--- src/fail_safe_map.svh ---
`ifndef FAIL_SAFE_MAP_SVH
`define FAIL_SAFE_MAP_SVH

// Clock period in ns
`define FS_CLK_NS        50
// Times in us
`define FS_WD_PERIOD_US  256000
`define FS_RST_PULSE_US  1000
`define FS_CLAMP_US      100000
`define FS_BUS_IDLE_US   8000000

// Watchdog failures that force the safe state
`define FS_WD_FAIL_MAX   4'h8

// Release commands
`define FS_RELEASE_WORD0 16'hdd00
`define FS_RELEASE_WORD1 16'hdd80

// Configuration code: bit 2 marks a valid selection
`define FS_CFG_VALID_BIT 2

// Cause flag positions
`define FS_CAUSE_WD      0
`define FS_CAUSE_SUPPLY  1
`define FS_CAUSE_CLAMP   2
`define FS_CAUSE_CUT     3
`define FS_CAUSE_W       4

// Reset values
`define FS_RST_CAUSE     4'h0
`define FS_RST_VARIANT   2'h0

`endif

--- src/fail_safe_pkg.sv ---
package fail_safe_pkg;

  // Variant order equals the inverted low two bits of the configuration code
  typedef enum logic [1:0] {
    VAR_A  = 2'h0,
    VAR_B1 = 2'h1,
    VAR_B2 = 2'h2,
    VAR_B3 = 2'h3
  } variant_t;

  typedef enum logic [1:0] {
    FS_NORMAL  = 2'h0,
    FS_MONITOR = 2'h1,
    FS_OFF     = 2'h3
  } fs_state_t;

endpackage

--- src/pin_sync.sv ---
`timescale 1ns/1ps
module pin_sync #(
  parameter int          WIDTH     = 1,
  parameter logic [31:0] RESET_VAL = 32'h0000_0000
) (
  input  wire logic             clk,
  input  wire logic             reset_n,
  input  wire logic             clkEn,
  input  wire logic [WIDTH-1:0] din,
  output logic      [WIDTH-1:0] dout
);
  logic [WIDTH-1:0] stage1;
  logic [WIDTH-1:0] stage2;
  logic [WIDTH-1:0] stage3;
  logic [WIDTH-1:0] next_dout;

  // A change counts once the second and third stages agree
  always_comb begin
    for (int i = 0; i < WIDTH; i++) begin
      next_dout[i] = (stage2[i] == stage3[i]) ? stage3[i] : dout[i];
    end
  end

  always_ff @(posedge clk or negedge reset_n) begin
    if (!reset_n) begin
      stage1 <= RESET_VAL[WIDTH-1:0];
      stage2 <= RESET_VAL[WIDTH-1:0];
      stage3 <= RESET_VAL[WIDTH-1:0];
      dout   <= RESET_VAL[WIDTH-1:0];
    end else if (clkEn) begin
      stage1 <= din;
      stage2 <= stage1;
      stage3 <= stage2;
      dout   <= next_dout;
    end
  end
endmodule // pin_sync

--- src/fail_safe_supply_controller.sv ---
`timescale 1ns/1ps
`include "fail_safe_map.svh"
module fail_safe_supply_controller #(
  parameter int unsigned WD_PERIOD_CYC = (`FS_WD_PERIOD_US * 1000) / `FS_CLK_NS,
  parameter int unsigned RST_PULSE_CYC = (`FS_RST_PULSE_US * 1000 + `FS_CLK_NS - 1) / `FS_CLK_NS,
  parameter int unsigned CLAMP_CYC = (`FS_CLAMP_US * 1000 + `FS_CLK_NS - 1) / `FS_CLK_NS,
  parameter int unsigned BUS_IDLE_CYC =
    32'((64'(`FS_BUS_IDLE_US) * 64'd1000 + 64'(`FS_CLK_NS) - 64'd1) / 64'(`FS_CLK_NS))
) (
  input  wire logic                      clk,
  input  wire logic                      reset_n,
  input  wire logic                      clkEn,
  input  wire logic [1:0]                strapClass,
  input  wire logic                      initDone,
  input  wire logic                      cfgWrite,
  input  wire logic [2:0]                cfgCode,
  input  wire logic                      wdRefreshOk,
  input  wire logic                      wdSecondSel,
  input  wire logic                      supplyLowPin,
  input  wire logic                      resetSenseLowPin,
  input  wire logic                      canActivityPin,
  input  wire logic                      linActivityPin,
  input  wire logic                      wake1Pin,
  input  wire logic                      wake1WakeEn,
  input  wire logic                      spiWordValid,
  input  wire logic [15:0]               spiWord,
  input  wire logic                      flagsClear,
  input  wire logic [`FS_CAUSE_W-1:0]    flagsClearMask,
  output logic                           safe_n,
  output logic                           supplyEnable,
  output logic                           resetOut_n,
  output fail_safe_pkg::variant_t        variantSel,
  output logic [`FS_CAUSE_W-1:0]         causeFlags,
  output logic                           inSafeState,
  output logic                           busIdleExpired
);
  import fail_safe_pkg::*;
  logic [6:0]       syncOut;
  logic             supplyLow;
  logic             resetSenseLow;
  logic             canAct;
  logic             linAct;
  logic             wake1;
  logic [1:0]       strapSync;
  pin_sync #(
    .WIDTH     (7),
    .RESET_VAL (32'h0000_0010)
  ) u_sync (
    .clk     (clk),
    .reset_n (reset_n),
    .clkEn   (clkEn),
    .din     ({strapClass, wake1Pin, linActivityPin, canActivityPin,
                resetSenseLowPin, supplyLowPin}),
    .dout    (syncOut)
  );
  assign supplyLow     = syncOut[0];
  assign resetSenseLow = syncOut[1];
  assign canAct        = syncOut[2];
  assign linAct        = syncOut[3];
  assign wake1         = syncOut[4];
  assign strapSync     = syncOut[6:5];
  variant_t variant;
  variant_t next_variant;
  logic     overridden;
  logic     next_overridden;
  always_comb begin
    next_variant    = variant;
    next_overridden = overridden;
    if (cfgWrite && cfgCode[`FS_CFG_VALID_BIT]) begin
      next_variant    = variant_t'(~cfgCode[1:0]);
      next_overridden = 1'b1;
    end else if (initDone && !overridden) begin
      next_variant = variant_t'(strapSync);
    end
  end
  always_ff @(posedge clk or negedge reset_n) begin
    if (!reset_n) begin
      variant    <= variant_t'(`FS_RST_VARIANT);
      overridden <= 1'b0;
    end else if (clkEn) begin
      variant    <= next_variant;
      overridden <= next_overridden;
    end
  end
  fs_state_t   state;
  logic [31:0] wdTimer;
  logic [31:0] next_wdTimer;
  logic [31:0] pulseTimer;
  logic [31:0] next_pulseTimer;
  logic [3:0]  wdFails;
  logic [3:0]  next_wdFails;
  logic [31:0] clampTimer;
  logic [31:0] next_clampTimer;
  logic        clampFault;
  logic        next_clampFault;
  logic [31:0] idleTimer;
  logic [31:0] next_idleTimer;
  logic        next_busIdleExpired;
  logic        next_resetOut_n;
  logic        wdPulseEvt;
  logic        wdSafeTrig;
  logic        wakeEvt;
  assign wakeEvt = (state == FS_OFF) && (canAct || linAct || (wake1 && wake1WakeEn));
  assign wdPulseEvt = (state != FS_OFF) && !wdRefreshOk && (wdTimer == WD_PERIOD_CYC - 1);
  assign wdSafeTrig = wdPulseEvt && (!wdSecondSel || wdFails != 4'h0);
  always_comb begin
    next_wdTimer        = wdTimer;
    next_wdFails        = wdFails;
    next_pulseTimer     = (pulseTimer != 32'h0000_0000) ? pulseTimer - 32'h0000_0001 : pulseTimer;
    next_clampTimer     = clampTimer;
    next_clampFault     = clampFault;
    next_idleTimer      = idleTimer;
    next_busIdleExpired = busIdleExpired;
    if (wakeEvt) begin
      next_wdTimer    = 32'h0000_0000;
      next_wdFails    = 4'h0;
      next_pulseTimer = RST_PULSE_CYC;
    end else if (wdRefreshOk) begin
      next_wdTimer = 32'h0000_0000;
      next_wdFails = 4'h0;
    end else if (wdPulseEvt) begin
      next_wdTimer    = 32'h0000_0000;
      next_pulseTimer = RST_PULSE_CYC;
      if (wdFails != `FS_WD_FAIL_MAX) begin
        next_wdFails = wdFails + 4'h1;
      end
    end else if (state != FS_OFF) begin
      next_wdTimer = wdTimer + 32'h0000_0001;
    end
    if (resetSenseLow) begin
      if (clampTimer != CLAMP_CYC) begin
        next_clampTimer = clampTimer + 32'h0000_0001;
      end else begin
        next_clampFault = 1'b1;
      end
    end else begin
      next_clampTimer = 32'h0000_0000;
      next_clampFault = 1'b0;
    end
    if (canAct) begin
      next_idleTimer      = 32'h0000_0000;
      next_busIdleExpired = 1'b0;
    end else if (idleTimer != BUS_IDLE_CYC - 1) begin
      next_idleTimer = idleTimer + 32'h0000_0001;
    end else begin
      next_busIdleExpired = 1'b1;
    end
    next_resetOut_n = !(supplyLow || (next_pulseTimer != 32'h0000_0000));
  end
  always_ff @(posedge clk or negedge reset_n) begin
    if (!reset_n) begin
      wdTimer        <= 32'h0000_0000;
      wdFails        <= 4'h0;
      pulseTimer     <= 32'h0000_0000;
      clampTimer     <= 32'h0000_0000;
      clampFault     <= 1'b0;
      idleTimer      <= 32'h0000_0000;
      busIdleExpired <= 1'b0;
      resetOut_n     <= 1'b0;
    end else if (clkEn) begin
      wdTimer        <= next_wdTimer;
      wdFails        <= next_wdFails;
      pulseTimer     <= next_pulseTimer;
      clampTimer     <= next_clampTimer;
      clampFault     <= next_clampFault;
      idleTimer      <= next_idleTimer;
      busIdleExpired <= next_busIdleExpired;
      resetOut_n     <= next_resetOut_n;
    end
  end
  fs_state_t               next_state;
  logic                    safeActive;
  logic                    next_safeActive;
  logic                    next_supplyEnable;
  logic [`FS_CAUSE_W-1:0]  next_causeFlags;
  logic [`FS_CAUSE_W-1:0]  causeSet;
  logic                    refreshSeen;
  logic                    next_refreshSeen;
  logic                    wake1Prev;
  logic                    wake1Fell;
  logic                    next_wake1Fell;
  logic                    failActive;
  logic                    recovered;
  logic                    cutCond;
  logic                    releaseCmd;
  assign failActive = (wdFails == `FS_WD_FAIL_MAX) || supplyLow || clampFault;
  assign recovered  = !supplyLow && !resetSenseLow && refreshSeen;
  assign releaseCmd = spiWordValid
                      && (spiWord == `FS_RELEASE_WORD0 || spiWord == `FS_RELEASE_WORD1);
  always_comb begin
    case (variant)
      VAR_A:   cutCond = 1'b0;
      VAR_B1:  cutCond = busIdleExpired;
      VAR_B2:  cutCond = wake1Fell;
      VAR_B3:  cutCond = busIdleExpired && wake1Fell;
      default: cutCond = 1'b0;
    endcase
  end
  always_comb begin
    next_state       = state;
    next_supplyEnable = supplyEnable;
    next_refreshSeen = refreshSeen || wdRefreshOk;
    next_wake1Fell   = wake1Fell;
    causeSet         = '0;
    causeSet[`FS_CAUSE_WD]     = wdSafeTrig;
    causeSet[`FS_CAUSE_SUPPLY] = supplyLow && state != FS_OFF;
    causeSet[`FS_CAUSE_CLAMP]  = clampFault;
    case (state)
      FS_NORMAL: begin
        next_wake1Fell = 1'b0;
        if (failActive) begin
          next_state       = FS_MONITOR;
          next_refreshSeen = wdRefreshOk;
        end
      end
      FS_MONITOR: begin
        if (wake1Prev && !wake1) begin
          next_wake1Fell = 1'b1;
        end
        if (recovered) begin
          next_state = FS_NORMAL;
        end else if (cutCond) begin
          next_state        = FS_OFF;
          next_supplyEnable = 1'b0;
          causeSet[`FS_CAUSE_CUT] = 1'b1;
        end
      end
      FS_OFF: begin
        if (wakeEvt) begin
          next_state        = FS_NORMAL;
          next_supplyEnable = 1'b1;
        end
      end
      default: begin
        next_state        = FS_NORMAL;
        next_supplyEnable = 1'b1;
      end
    endcase
    // Set wins over clear and over release
    next_causeFlags = (causeFlags & ~(flagsClear ? flagsClearMask : '0)) | causeSet;
    if (causeSet != '0) begin
      next_safeActive = 1'b1;
    end else if (releaseCmd && causeFlags == '0) begin
      next_safeActive = 1'b0;
    end else begin
      next_safeActive = safeActive;
    end
  end
  always_ff @(posedge clk or negedge reset_n) begin
    if (!reset_n) begin
      state        <= FS_NORMAL;
      supplyEnable <= 1'b1;
      safeActive   <= 1'b0;
      causeFlags   <= `FS_RST_CAUSE;
      refreshSeen  <= 1'b0;
      wake1Prev    <= 1'b1;
      wake1Fell    <= 1'b0;
    end else if (clkEn) begin
      state        <= next_state;
      supplyEnable <= next_supplyEnable;
      safeActive   <= next_safeActive;
      causeFlags   <= next_causeFlags;
      refreshSeen  <= next_refreshSeen;
      wake1Prev    <= wake1;
      wake1Fell    <= next_wake1Fell;
    end
  end
  assign safe_n      = !safeActive;
  assign variantSel  = variant;
  assign inSafeState = (state != FS_NORMAL);
endmodule // fail_safe_supply_controller

--- config.mk ---
export PLATFORM = sky130hd
export DESIGN_NAME = fail_safe_supply_controller
export DESIGN_NICKNAME = d
export VERILOG_FILES = /design/src/fail_safe_pkg.sv /design/src/pin_sync.sv /design/src/fail_safe_supply_controller.sv
export VERILOG_INCLUDE_DIRS = /design/src
export SDC_FILE = /design/constraint.sdc
export NUM_CORES = 1
export LEC_CHECK = 0
export BUFFER_PORTS_ARGS = -buffer_cell sky130_fd_sc_hd__buf_2
export CORE_MARGIN = 2
export CORE_UTILIZATION = 40
export DETAILED_ROUTE_END_ITERATION = 7
export GPL_TIMING_DRIVEN = 0
export SLEW_MARGIN = 20
export SYNTH_ARGS = -nofsm -noshare
export SYNTH_HDL_FRONTEND = slang
export SYNTH_SLANG_ARGS = --single-unit
--- constraint.sdc ---
create_clock -name clk -period 7.05 [get_ports clk]
set_input_delay 0 -clock clk [delete_from_list [all_inputs] [get_ports clk]]
set_output_delay 0 -clock clk [all_outputs]
set_load 0.01 [all_outputs]
Yosys cells after proc, flatten, opt, wreduce, memory -nomap -nowiden:

Cells that the tools add are included.

* register bits after elaboration: 177
* input bits: 40

* add/sub/neg operators: 5
* equality and inequality tests: 29
* mux-type cells: 42
* bitwise operators: 5
* reduce and logical (&&, ||, !) cells: 64

Operators by type and width (count)
* $mux 32: 12
* $add 32x1->32 const B: 3
* $reduce_bool 32->1: 2
* $eq 16x16->1 const B: 2
* $eq 32x23->1 const B: 1
* $ne 32x21->1 const B: 1
* $ne 32x28->1 const B: 1
* $sub 32x1->32 const B: 1
* $reduce_and 2->1: 15
* $mux 4: 5
* $ne 2x2->1 const B: 8
* $mux 1: 15
* $logic_and 1x1->1: 14
* $mux 2: 6
* $reduce_bool 4->1: 3
* $reduce_bool 2->1: 5
* $logic_not 1->1: 8
* $logic_or 1x1->1: 8
* $eq 1x1->1: 7
* $eq 2x2->1 const B: 3
* $pmux 2 s3: 1
* $reduce_and 3->1: 2
* $reduce_bool 3->1: 2
* $reduce_and 5->1: 1
* other kinds (17): 19

Depth between registers and ports, before layout:

Gate-level depths: netlist (run 1).

* word-level depth: 9
* depth in mapped cells: 11
* gate-level depth less buffers: 9

Hierarchy:

From an unflattened synthesis (run 1), not the netlist that was laid out.

* cell total of the unflattened synthesis: 1039
* area total of the unflattened synthesis: 9449.1 um2

Modules (own cells, without submodules)
* fail_safe_supply_controller: times used 1, cells an instance 959, area an instance 8272.9 um2, seq. area each 3731.1 um2
* pin_sync: times used 1, cells an instance 80, area an instance 1176.1 um2, seq. area each 705.7 um2

Worst setup path after synthesis (run 1):

Ideal clock, no wire load.

* path kind: register to register
* from: register pulseTimer[11]
* to: register resetOut_n
* setup time: 92 ps
* data arrival time: 2607 ps
* required time: 6958 ps
* slack: 4351 ps
* cell stages (with the launch flop): 9
* buffers on the path: 1
* period minus slack after synthesis: 2699 ps
* path through: dfrtp_1 or3_4 or4_4 buf_6 or4_4 a211oi_2 o311a_1 nand4_1 o31ai_2

* word-level cells in the longest chain between the ends: 8

RTL lines
* start, declared: RTL line fail_safe_supply_controller.sv:88 `logic [31:0] pulseTimer;`
* start signal, assigned: RTL line fail_safe_supply_controller.sv:163 `pulseTimer <= next_pulseTimer;`
* $sub 32x1->32 / $reduce_bool 32->1 (equally long branches): RTL line fail_safe_supply_controller.sv:109 `next_pulseTimer = (pulseTimer != 32'h0000_0000) ? pulseTimer - 32'h0000_0001 : pulseTimer;`
* $mux 32 (*): RTL line fail_safe_supply_controller.sv:109
* $mux 32: RTL line fail_safe_supply_controller.sv:121 `end else if (wdPulseEvt) begin`
* $mux 32 (*): RTL line fail_safe_supply_controller.sv:118 `end else if (wdRefreshOk) begin`
* $mux 32 (*): RTL line fail_safe_supply_controller.sv:114 `if (wakeEvt) begin`
* $reduce_bool 32->1 (*): RTL line fail_safe_supply_controller.sv:148 `next_resetOut_n = !(supplyLow || (next_pulseTimer != 32'h0000_0000));`
* $logic_or 1x1->1 (*): RTL line fail_safe_supply_controller.sv:148
* $logic_not 1->1 (*): RTL line fail_safe_supply_controller.sv:148
* end signal, assigned: RTL line fail_safe_supply_controller.sv:168 `resetOut_n <= next_resetOut_n;`
* end, declared: RTL line fail_safe_supply_controller.sv:31 `output logic resetOut_n,`

Every way passes the cells marked *; elsewhere a longest branch is shown, timed or not.
A chain may end at the register's enable or synchronous reset.

Final worst setup path (run 1):

* from: register pulseTimer[8]
* to: register resetOut_n

The elaborated chain is that of the path after synthesis.

==> flow_metrics.tcl, run 1 <==
set metrics [dict create \
    die-area_um2 24600 \
    rsz0062_at_grt "false" \
    syn-num-nets 1069 \
    cts.htree.levels 4 \
    arrival_ns 3.80 \
    initial_core_util_pct 41.1 \
    clock_latency_ns 0.44 \
    fin_area_um2 10800 \
    drt_iter0_drc 612 \
    drv_cap 0 \
    final_cell_mix "171 x dfrtp_1, 131 x nor2_1, 100 x nand2_1" \
    clock.fmax_mhz 289 \
    cts_setup_buffers 0 \
    drive_gt1_share_pct 10.9 \
    routed_via_density 5.48 \
    final_common_cell "dfrtp_1" \
    fin_tns_setup_ns 0 \
    cts_resized 0 \
    cts.sinks 177 \
    endpoint_kind "flop" \
    p_leak_nw 4.61 \
    post-route-min-period_ns 3.47 \
    fin_nets 1164 \
    report.final.slew_viol_count 0 \
    synth.ff_latch_count 177 \
    dpl.hpwl_mm 16.2 \
    crit_required_ns 7.39 \
    diodes 0 \
    row_count 55 \
    ir_drop_mv 0.166 \
    place.gp.congestion 0.951 \
    placed_cell_area_um2 10000 \
    synthTopCellsByArea "dfrtp_1 46%, xor2_1 5.6%, nor2_1 5.3%, o21ai_0 4.8%, nand2_1 4.0%" \
    die_y_um 157 \
    hold_violations 0 \
    netlist_area_um2 9360 \
    ys_seq_area_share_pct 47.4 \
    min_from "wdSecondSel" \
    tightestPinTransition_ns 0.846 \
    tritoncts "yes" \
    finalNonFillerCells 1442 \
    grt_max_degree 94 \
    hp-class "primary input to flop" \
    worst_setup_path_start_kind "flop" \
    areaGrowthSynthToFinish_pct 15.9 \
    synthArstFlopShare_pct 100 \
    synth-edff-count 0 \
    synth_top_area_cell "dfrtp_1" \
    reg2reg_from "pulseTimer[8]" \
    syn_inst 1021 \
    pin_count 51 \
    clockBufferDepth 2 \
    dr.pass1.iters 5 \
    grt_pass1_wl_mm 39.1 \
    wl_per_cell_um 16.4 \
    drc 0 \
    synth_cell_types 67 \
    final-setup-viol-count 0 \
    synth_flop_cell "dfrtp_1" \
    drt_wl_total_mm 23.6 \
    path_max_fanout 10 \
    status "finished, final reports clean" \
    cts-buffers-inserted 17 \
    clk_pin_slew_ns 0.07 \
    overflow 0 \
    critical_path.startpoint "pulseTimer[8]" \
    yosys.area.top_type_share_pct 45.7 \
    critical_path_class "flop to flop" \
    post-route-period-util_pct 49.2 \
    finalPower_mw 2.95 \
    grt_use_total_pct 20.1 \
    yosysWarnings 0 \
    core-area_um2 22800 \
    die_x_um 157 \
    pre_cts_ws_ns 3.70 \
    fin_skew_ns 0.0115 \
    first_global_vias 7473 \
    slew-limit-headroom_pct 43.1 \
    dp_cells 1384 \
    portBuffers 48 \
    cts_root_buf "clkbuf_16" \
    avgSynthCellArea_um2 9.17 \
    vias 7896 \
    pwr_density_cell_nw_per_um2 272 \
    setup_ws_ns 3.58 \
    antenna_found_initial 0 \
    ant_nets 0 \
]
## Yosys cell counts (6+ instances only)
master and instances:
dfrtp_1 171, nor2_1 131, nand2_1 100, o21ai_0 90, xor2_1 60, nand3_1 44
a21oi_1 36, clkbuf_1 35, and3_1 28, inv_1 28, nand4_1 27, xnor2_1 25
nor4_1 24, nor3_1 22, mux2_2 16, o31ai_1 16, or3_1 16, and2_1 11
a22o_1 9, and4_1 8, ha_1 8, nor2b_1 7, nor4b_1 7, or2_2 7
a31oi_1 6, dfstp_2 6, nand2b_1 6
## where the power goes
part	switching, mW	internal [mW]
clock network	0.408	0.497
registers	0.147	1.15
logic	0.471	0.278
## registers in the layout, indices dropped and copies added (netlist names)
name / flops
overridden: 1
clampFault: 1
variantSel: 2
wdTimer: 32
u_sync.stage1: 7
resetOut_n: 1
wake1Prev: 1
supplyEnable: 1
u_sync.stage3: 7
causeFlags: 4
wdFails: 4
clampTimer: 32
state: 2
idleTimer: 32
wake1Fell: 1
refreshSeen: 1
u_sync.stage2: 7
busIdleExpired: 1
u_sync.dout: 7
pulseTimer: 32
safeActive: 1
## cells by family (layout without fill, tap and decap cells)
family	count (synthesis)	after routing	synth area share, %
XOR/XNOR	85	85	7.96
AND/OR/NAND/NOR	466	466	25.5
flip-flops	177	177	47.4
AO/OA/AOI/OAI	196	196	13.0
buffers and inverters	71	179	2.98
multiplexers	18	18	2.14
adder cells (fa/ha/maj)	8	8	1.07
## final timing paths
| check | cells past startpoint | slack (ns) | end |
|---|---|---|---|
| max | 9 | 3.58 | resetOut_n |
| min | 4 | 0.02 | causeFlags[0] |
| min in group asynchronous | 2 | 0.13 | pulseTimer[20] |
| min reg2reg | 1 | 0.48 | overridden |
| max reg2reg | 9 | 3.58 | resetOut_n |
| max in group asynchronous | 3 | 6.02 | u_sync.stage2[4] |
## layer usage
metal / up-vias / GRT usage, % / part of all wire, %
met2: 185 / 31.5 / 46
met4: 0 / 6.25 / 1.8
met5: - / 0 / 0
met1: 3851 / 28.7 / 48
li1: 3830 / - / -
met3: 30 / 3.19 / 4.2
## through the flow
stage	hold WS (ns)	utilization, %
after detailed placement	0.0411	44.1
after CTS	0.00461	47.6
after floorplan	-0.296	-
after global placement	0.255	43.9
final	0.0249	47.6
after global routing	0.0502	47.6
## timing repair
item | 4_1_cts | 5_1_grt
endpoints found under the setup margin | 0 | 0
hold buffers | 26 | 0
endpoints found under the hold margin | 100 | 0
## critical path, cell delays in order (launching register included)
cell       delay [ns]
dfrtp_1          0.36
clkbuf_1         0.21
or3_1            0.42
nor4_1           0.54
buf_2            0.34
nand4_1          0.32
o2bb2ai_1        0.24
nor4b_1          0.51
a31oi_1          0.18
o31ai_2          0.25
## layout make-up
class | count | area (um2)
fill | 2136 | 11900
multi-input combinational | 773 | 4650
sequential | 177 | 4440
timing repair buffer | 76 | 543
clock buffer | 23 | 458
tap | 313 | 392
buffer | 43 | 174
inverter | 28 | 105
clock inverter | 9 | 87.6
No activity file was read; power rests on OpenSTA's default activity.
==> run 2: changes to the inputs <==
==> constraint.sdc (replaced) <==
create_clock -name clk -period 2.8 [get_ports clk]
set_input_delay 0 -clock clk [delete_from_list [all_inputs] [get_ports clk]]
set_output_delay 0 -clock clk [all_outputs]
set_load 0.01 [all_outputs]
==> run 2 against run 1 <==
  * The run now ends with negative setup slack left
  * Clock skew barely moved
  * Utilization rose by 0.98 points
  * Non-clock buffer count rose by 2
  * Via count rose by 0.49%
  * Register-to-register slack got worse by 3.7 ns
  * Setup slack got worse by 3.7 ns
  * First-iteration DRC count rose by 12%
  * Cell area rose by 2.1%
  * Global-route usage rose by 0.15 points
  * Flip-flop and latch count did not move
  * Critical path depth fell by 1
  * Fmax rose by 19%
  * Critical path type unchanged
==> flow_metrics.tcl, run 2 (synthesis results as in run 1) <==
set metrics [dict create \
    dpl.hpwl_mm 16.2 \
    cts_root_buf "clkbuf_16" \
    rrSetupSlack_ns -0.10 \
    clockBufferDepth 2 \
    fin_nets 1166 \
    violations "negative setup slack" \
    grt_pass1_wl_mm 39.4 \
    grt_use_total_pct 20.3 \
    place.gp.congestion 0.951 \
    hold_violations 0 \
    endpoint_kind "flop" \
    report.final.slew_viol_count 0 \
    dr.pass1.iters 8 \
    final_common_cell "dfrtp_1" \
    setup_ws_ns -0.101 \
    die_x_um 157 \
    ant_nets 0 \
    post-route-min-period_ns 2.90 \
    pwr_density_cell_nw_per_um2 685 \
    holdPathStages 4 \
    wl_per_cell_um 16.6 \
    worstReg2RegEnd "resetOut_n" \
    finalNonFillerCells 1444 \
    worst_setup_path_start_kind "flop" \
    row_count 55 \
    antenna_found_initial 0 \
    cts-buffers-inserted 17 \
    rsz0062_at_grt "true" \
    drv_cap 0 \
    slew-limit-headroom_pct 43.4 \
    r2r_cells 8 \
    min_from "wdSecondSel" \
    path_max_fanout 8 \
    clock.fmax_mhz 345 \
    die_y_um 157 \
    critical_path_class "flop to flop" \
    overflow 0 \
    final_cell_mix "171 x dfrtp_1, 130 x nor2_1, 99 x nand2_1" \
    final-setup-viol-count 1 \
    ir_drop_mv 0.423 \
    fill_cells 2131 \
    drt_iter0_drc 684 \
    drc 0 \
    tightestPinTransition_ns 0.841 \
    initial_core_util_pct 41.1 \
    drive_gt1_share_pct 14.1 \
    first_global_vias 7507 \
    routed_via_density 5.50 \
    vias 7935 \
    crit_required_ns 3.14 \
    grt_max_degree 94 \
    cts.htree.levels 4 \
    portBuffers 48 \
    die-area_um2 24600 \
    diodes 0 \
    clk_pin_slew_ns 0.07 \
    drt_wl_total_mm 24.0 \
    cts.sinks 177 \
    pin_count 51 \
    post-route-period-util_pct 104 \
    hp-class "primary input to flop" \
    dp_cells 1384 \
    arrival_ns 3.24 \
    core-area_um2 22800 \
    fin_skew_ns 0.0114 \
    hold_end "causeFlags[0]" \
    reg2reg_from "pulseTimer[8]" \
    fin_tns_setup_ns -0.101 \
    p_leak_nw 4.71 \
    pre_cts_ws_ns -0.552 \
    status "finished, violations left" \
    areaGrowthSynthToFinish_pct 18.3 \
    tritoncts "yes" \
    clock_latency_ns 0.44 \
]
## run 2: cell types whose count changed in the layout (fill, tap and decap cells not counted), moves of 3 or more
cell	delta
clkbuf_1	-9
nor3_1	-3
clkbuf_2	+7
nor4_4	+4
nor3_2	+3
nor4_1	-7
buf_4	+6
nor4_2	+3
## run 2: layout make-up
cell class	instances	area, um2	share of cell area [%]
buffer	40	174	1.57
clock buffer	23	458	4.14
clock inverter	9	87.6	0.791
inverter	28	105	0.949
multi-input combinational	773	4840	43.7
sequential	177	4440	40.1
tap	313	392	3.54
timing repair buffer	81	581	5.24
## run 2: where the power goes
part / switching [mW] / internal, mW / total [mW]
Sequential: 0.417 / 2.89 / 3.31
Combinational: 1.23 / 0.760 / 1.99
Clock: 1.03 / 1.25 / 2.28
## run 2: timing repair
item                                    4_1_cts  5_1_grt
hold buffers                                 26        0
endpoints found under the setup margin       51       56
hold endpoints to repair                    100        0
pin swaps                                     5        2
resized for setup                            23       21
buffers inserted                              2        3
## run 2: worst max-delay path by stage
stage                        start       endpoint  slack, ns
floorplan           pulseTimer[11]     resetOut_n       0.10
global placement           reset_n  idleTimer[17]      -1.23
detailed placement   pulseTimer[8]     resetOut_n      -0.55
CTS                 pulseTimer[11]     resetOut_n      -0.08
global route         pulseTimer[0]     resetOut_n      -0.17
finish               pulseTimer[8]     resetOut_n      -0.10
## run 2: layer usage
metal	routed length [um]	GRT usage (%)	vias up
met3	1050	3.28	34
met1	11400	28.7	3875
met4	431	6.20	0
met5	0	0	-
li1	-	-	3830
met2	11100	32.0	196
## run 2: through the flow
stage                     hold slack (ns)  area, um2  util [%]  power [mW]
final                              0.0151      11100      48.6        7.59
after global placement              0.255       9990      43.9        5.10
after global routing               0.0501      11100      48.6        8.01
after detailed placement           0.0411      10000      44.1        5.12
after CTS                         0.00461      11000      48.1        7.51
after floorplan                    -0.296       9360         -        4.48
## run 2: critical path, stage by stage, from the launching register on
cell and delay [ns]:
dfrtp_1 0.51, or3_4 0.41, or4_4 0.43, buf_6 0.15, or4_4 0.56, a211oi_2 0.21, o311a_1 0.23, nand4_1 0.11
o31ai_2 0.20
==> run 3: changes to the inputs <==
--- a/config.mk
+++ b/config.mk
@@ -7,7 +7,7 @@
 export NUM_CORES = 1
 export LEC_CHECK = 0
 export BUFFER_PORTS_ARGS = -buffer_cell sky130_fd_sc_hd__buf_2
-export CORE_MARGIN = 2
+export CORE_MARGIN = 3
 export CORE_UTILIZATION = 40
 export DETAILED_ROUTE_END_ITERATION = 7
 export GPL_TIMING_DRIVEN = 0
==> constraint.sdc (replaced) <==
create_clock -name clk -period 2.8 [get_ports clk]
set_input_delay 0.28 -clock clk [delete_from_list [all_inputs] [get_ports clk]]
set_output_delay 0.28 -clock clk [all_outputs]
set_load 0.01 [all_outputs]
==> run 3 against run 2 <==
  * Count of clock-buffer cells in the layout shrank 5
  * Combinational power shrank 3%
  * The flow still finishes with violations (negative setup slack)
  * Global-route usage shrank 1.5 points
  * Cell count shrank 1.9%
  * Critical path depth is the same
  * First-iteration DRC count shrank 22%
  * Highest routed layer unchanged
  * Cell area shrank 1.6%
  * Routed wire length shrank 2.3%
  * Setup slack lost 0.022 ns
  * Clock skew grew 0.0022 ns
  * Non-clock buffer count shrank 27
  * Hold slack gained 0.065 ns
==> flow_metrics.tcl, run 3 (synthesis results as in run 1) <==
set metrics [dict create \
    status "finished, violations left" \
    violations "negative setup slack" \
    setup_ws_ns -0.123 \
    first_global_vias 7589 \
    ant_nets 0 \
    place.gp.congestion 0.940 \
    worst_setup_path_start_kind "flop" \
    endpoint_kind "flop" \
    final_common_cell "dfrtp_1" \
    tritoncts "yes" \
    critical_path.startpoint "pulseTimer[11]" \
    row_count 55 \
    die_y_um 159 \
    critical_path_class "flop to flop" \
    drive_gt1_share_pct 14.0 \
    tightestPinTransition_ns 0.792 \
    clock.fmax_mhz 342 \
    final_cell_mix "171 x dfrtp_1, 130 x nor2_1, 100 x nand2_1" \
    fin_util_pct 47.7 \
    fin_tns_setup_ns -0.123 \
    cts-buffers-inserted 17 \
    final-setup-viol-count 1 \
    path_cells "or3_4 -> or4_4 -> buf_6 -> or4_4 -> a211oi_2 -> o311a_1 -> nand4_1 -> o31ai_2" \
    dpl.hpwl_mm 16.1 \
    pwr_density_cell_nw_per_um2 726 \
    post-route-min-period_ns 2.92 \
    r2r_cells 8 \
    overflow 0 \
    clock_latency_ns 0.44 \
    crit_buf_inv 1 \
    drc 0 \
    core-area_um2 22800 \
    finalNonFillerCells 1416 \
    rrSetupSlack_ns -0.12 \
    path_max_fanout 7 \
    pin_count 51 \
    dp_cells 1384 \
    cts.sinks 177 \
    slew-limit-headroom_pct 46.7 \
    p_leak_nw 4.65 \
    pre_cts_ws_ns -0.485 \
    post-route-period-util_pct 104 \
    fin_skew_ns 0.0136 \
    hp-class "primary input to flop" \
    diodes 0 \
    hold_end "u_sync.stage1[6]" \
    die_x_um 159 \
    cts.htree.levels 4 \
    clockBufferDepth 2 \
    vias 7770 \
    worstReg2RegEnd "resetOut_n" \
    rsz0062_at_grt "true" \
    grt_max_degree 95 \
    path_common_cell "or4_4" \
    report.final.slew_viol_count 0 \
    wl_per_cell_um 16.6 \
    clk_pin_slew_ns 0.07 \
    dr.pass1.iters 6 \
    hold_violations 0 \
    crit_family "simple AND/OR/NAND/NOR gates" \
    cp_slowest_stage_delay_ns 0.56 \
    portBuffers 48 \
    register_area_um2 4440 \
    ir_drop_mv 0.315 \
    initial_core_util_pct 41.0 \
    drt_iter0_drc 531 \
    multi_input_area_um2 4830 \
    routed_via_density 5.49 \
    grt_pass1_wl_mm 39.3 \
    fin_nets 1139 \
    drt_wl_total_mm 23.5 \
    cts_root_buf "clkbuf_16" \
    areaGrowthSynthToFinish_pct 16.4 \
    arrival_ns 3.26 \
    cp_slowest_cell "or4_4" \
    drv_cap 0 \
    crit_required_ns 3.14 \
    antenna_found_initial 0 \
    finalPower_mw 7.92 \
    reg2reg_from "pulseTimer[11]" \
    grt_use_total_pct 18.8 \
    min_from "strapClass[1]" \
    holdPathStages 2 \
    die-area_um2 25300 \
    fill_cells 2224 \
]
==> run 3: what timing repair did <==
action	in CTS	in global routing
hold buffers	1	0
resized for setup	19	19
buffers inserted	2	0
pin swaps	4	0
endpoints found under the setup margin	51	58
endpoints found under the hold margin	79	0
==> run 3: per-stage QoR <==
step | hold slack [ns] | cell area, um2
6_report | 0.0802 | 10900
2_1_floorplan | -0.0156 | 9360
3_3_place_gp | 0.454 | 9990
4_1_cts | 0.0646 | 10800
3_5_place_dp | 0.323 | 10000
5_1_grt | 0.0828 | 10900
==> run 3: layout make-up <==
class / instances / share of cell area, %
clock inverter: 13 / 2.03
clock buffer: 18 / 3.94
tap: 313 / 3.59
timing repair buffer: 53 / 2.82
multi-input combinational: 773 / 44.3
inverter: 28 / 0.965
sequential: 177 / 40.7
buffer: 41 / 1.62
==> run 3: layer usage <==
metal  GRT usage, %  routed length [um]  vias up
met3           2.91                 850       37
met2           29.3               10700      175
met5              0                   0        -
met1           27.0               11500     3790
li1               -                   -     3768
met4           6.09                 454        0
==> run 3: worst register-to-register path, delay by kind of cell, from the launching register on <==
family	cells	cell delay (ns)
buf+inv	1	0.15
flops	1	0.44
compound gates	3	0.63
simple gates	4	1.62
==> run 3: worst max-delay path by stage <==
stage	endpoint	slack, ns	cells after the start
global route	resetOut_n	-0.22	11
global placement	idleTimer[19]	-1.53	1
floorplan	resetOut_n	0.10	8
detailed placement	resetOut_n	-0.48	9
CTS	resetOut_n	-0.06	8
finish	resetOut_n	-0.12	8
==> run 3: power breakdown <==
part | switching (mW) | leakage (nW) | total [mW] | internal (mW)
Clock | 1.07 | 0.314 | 2.68 | 1.60
Sequential | 0.413 | 2.33 | 3.31 | 2.89
Combinational | 1.21 | 2.00 | 1.93 | 0.724
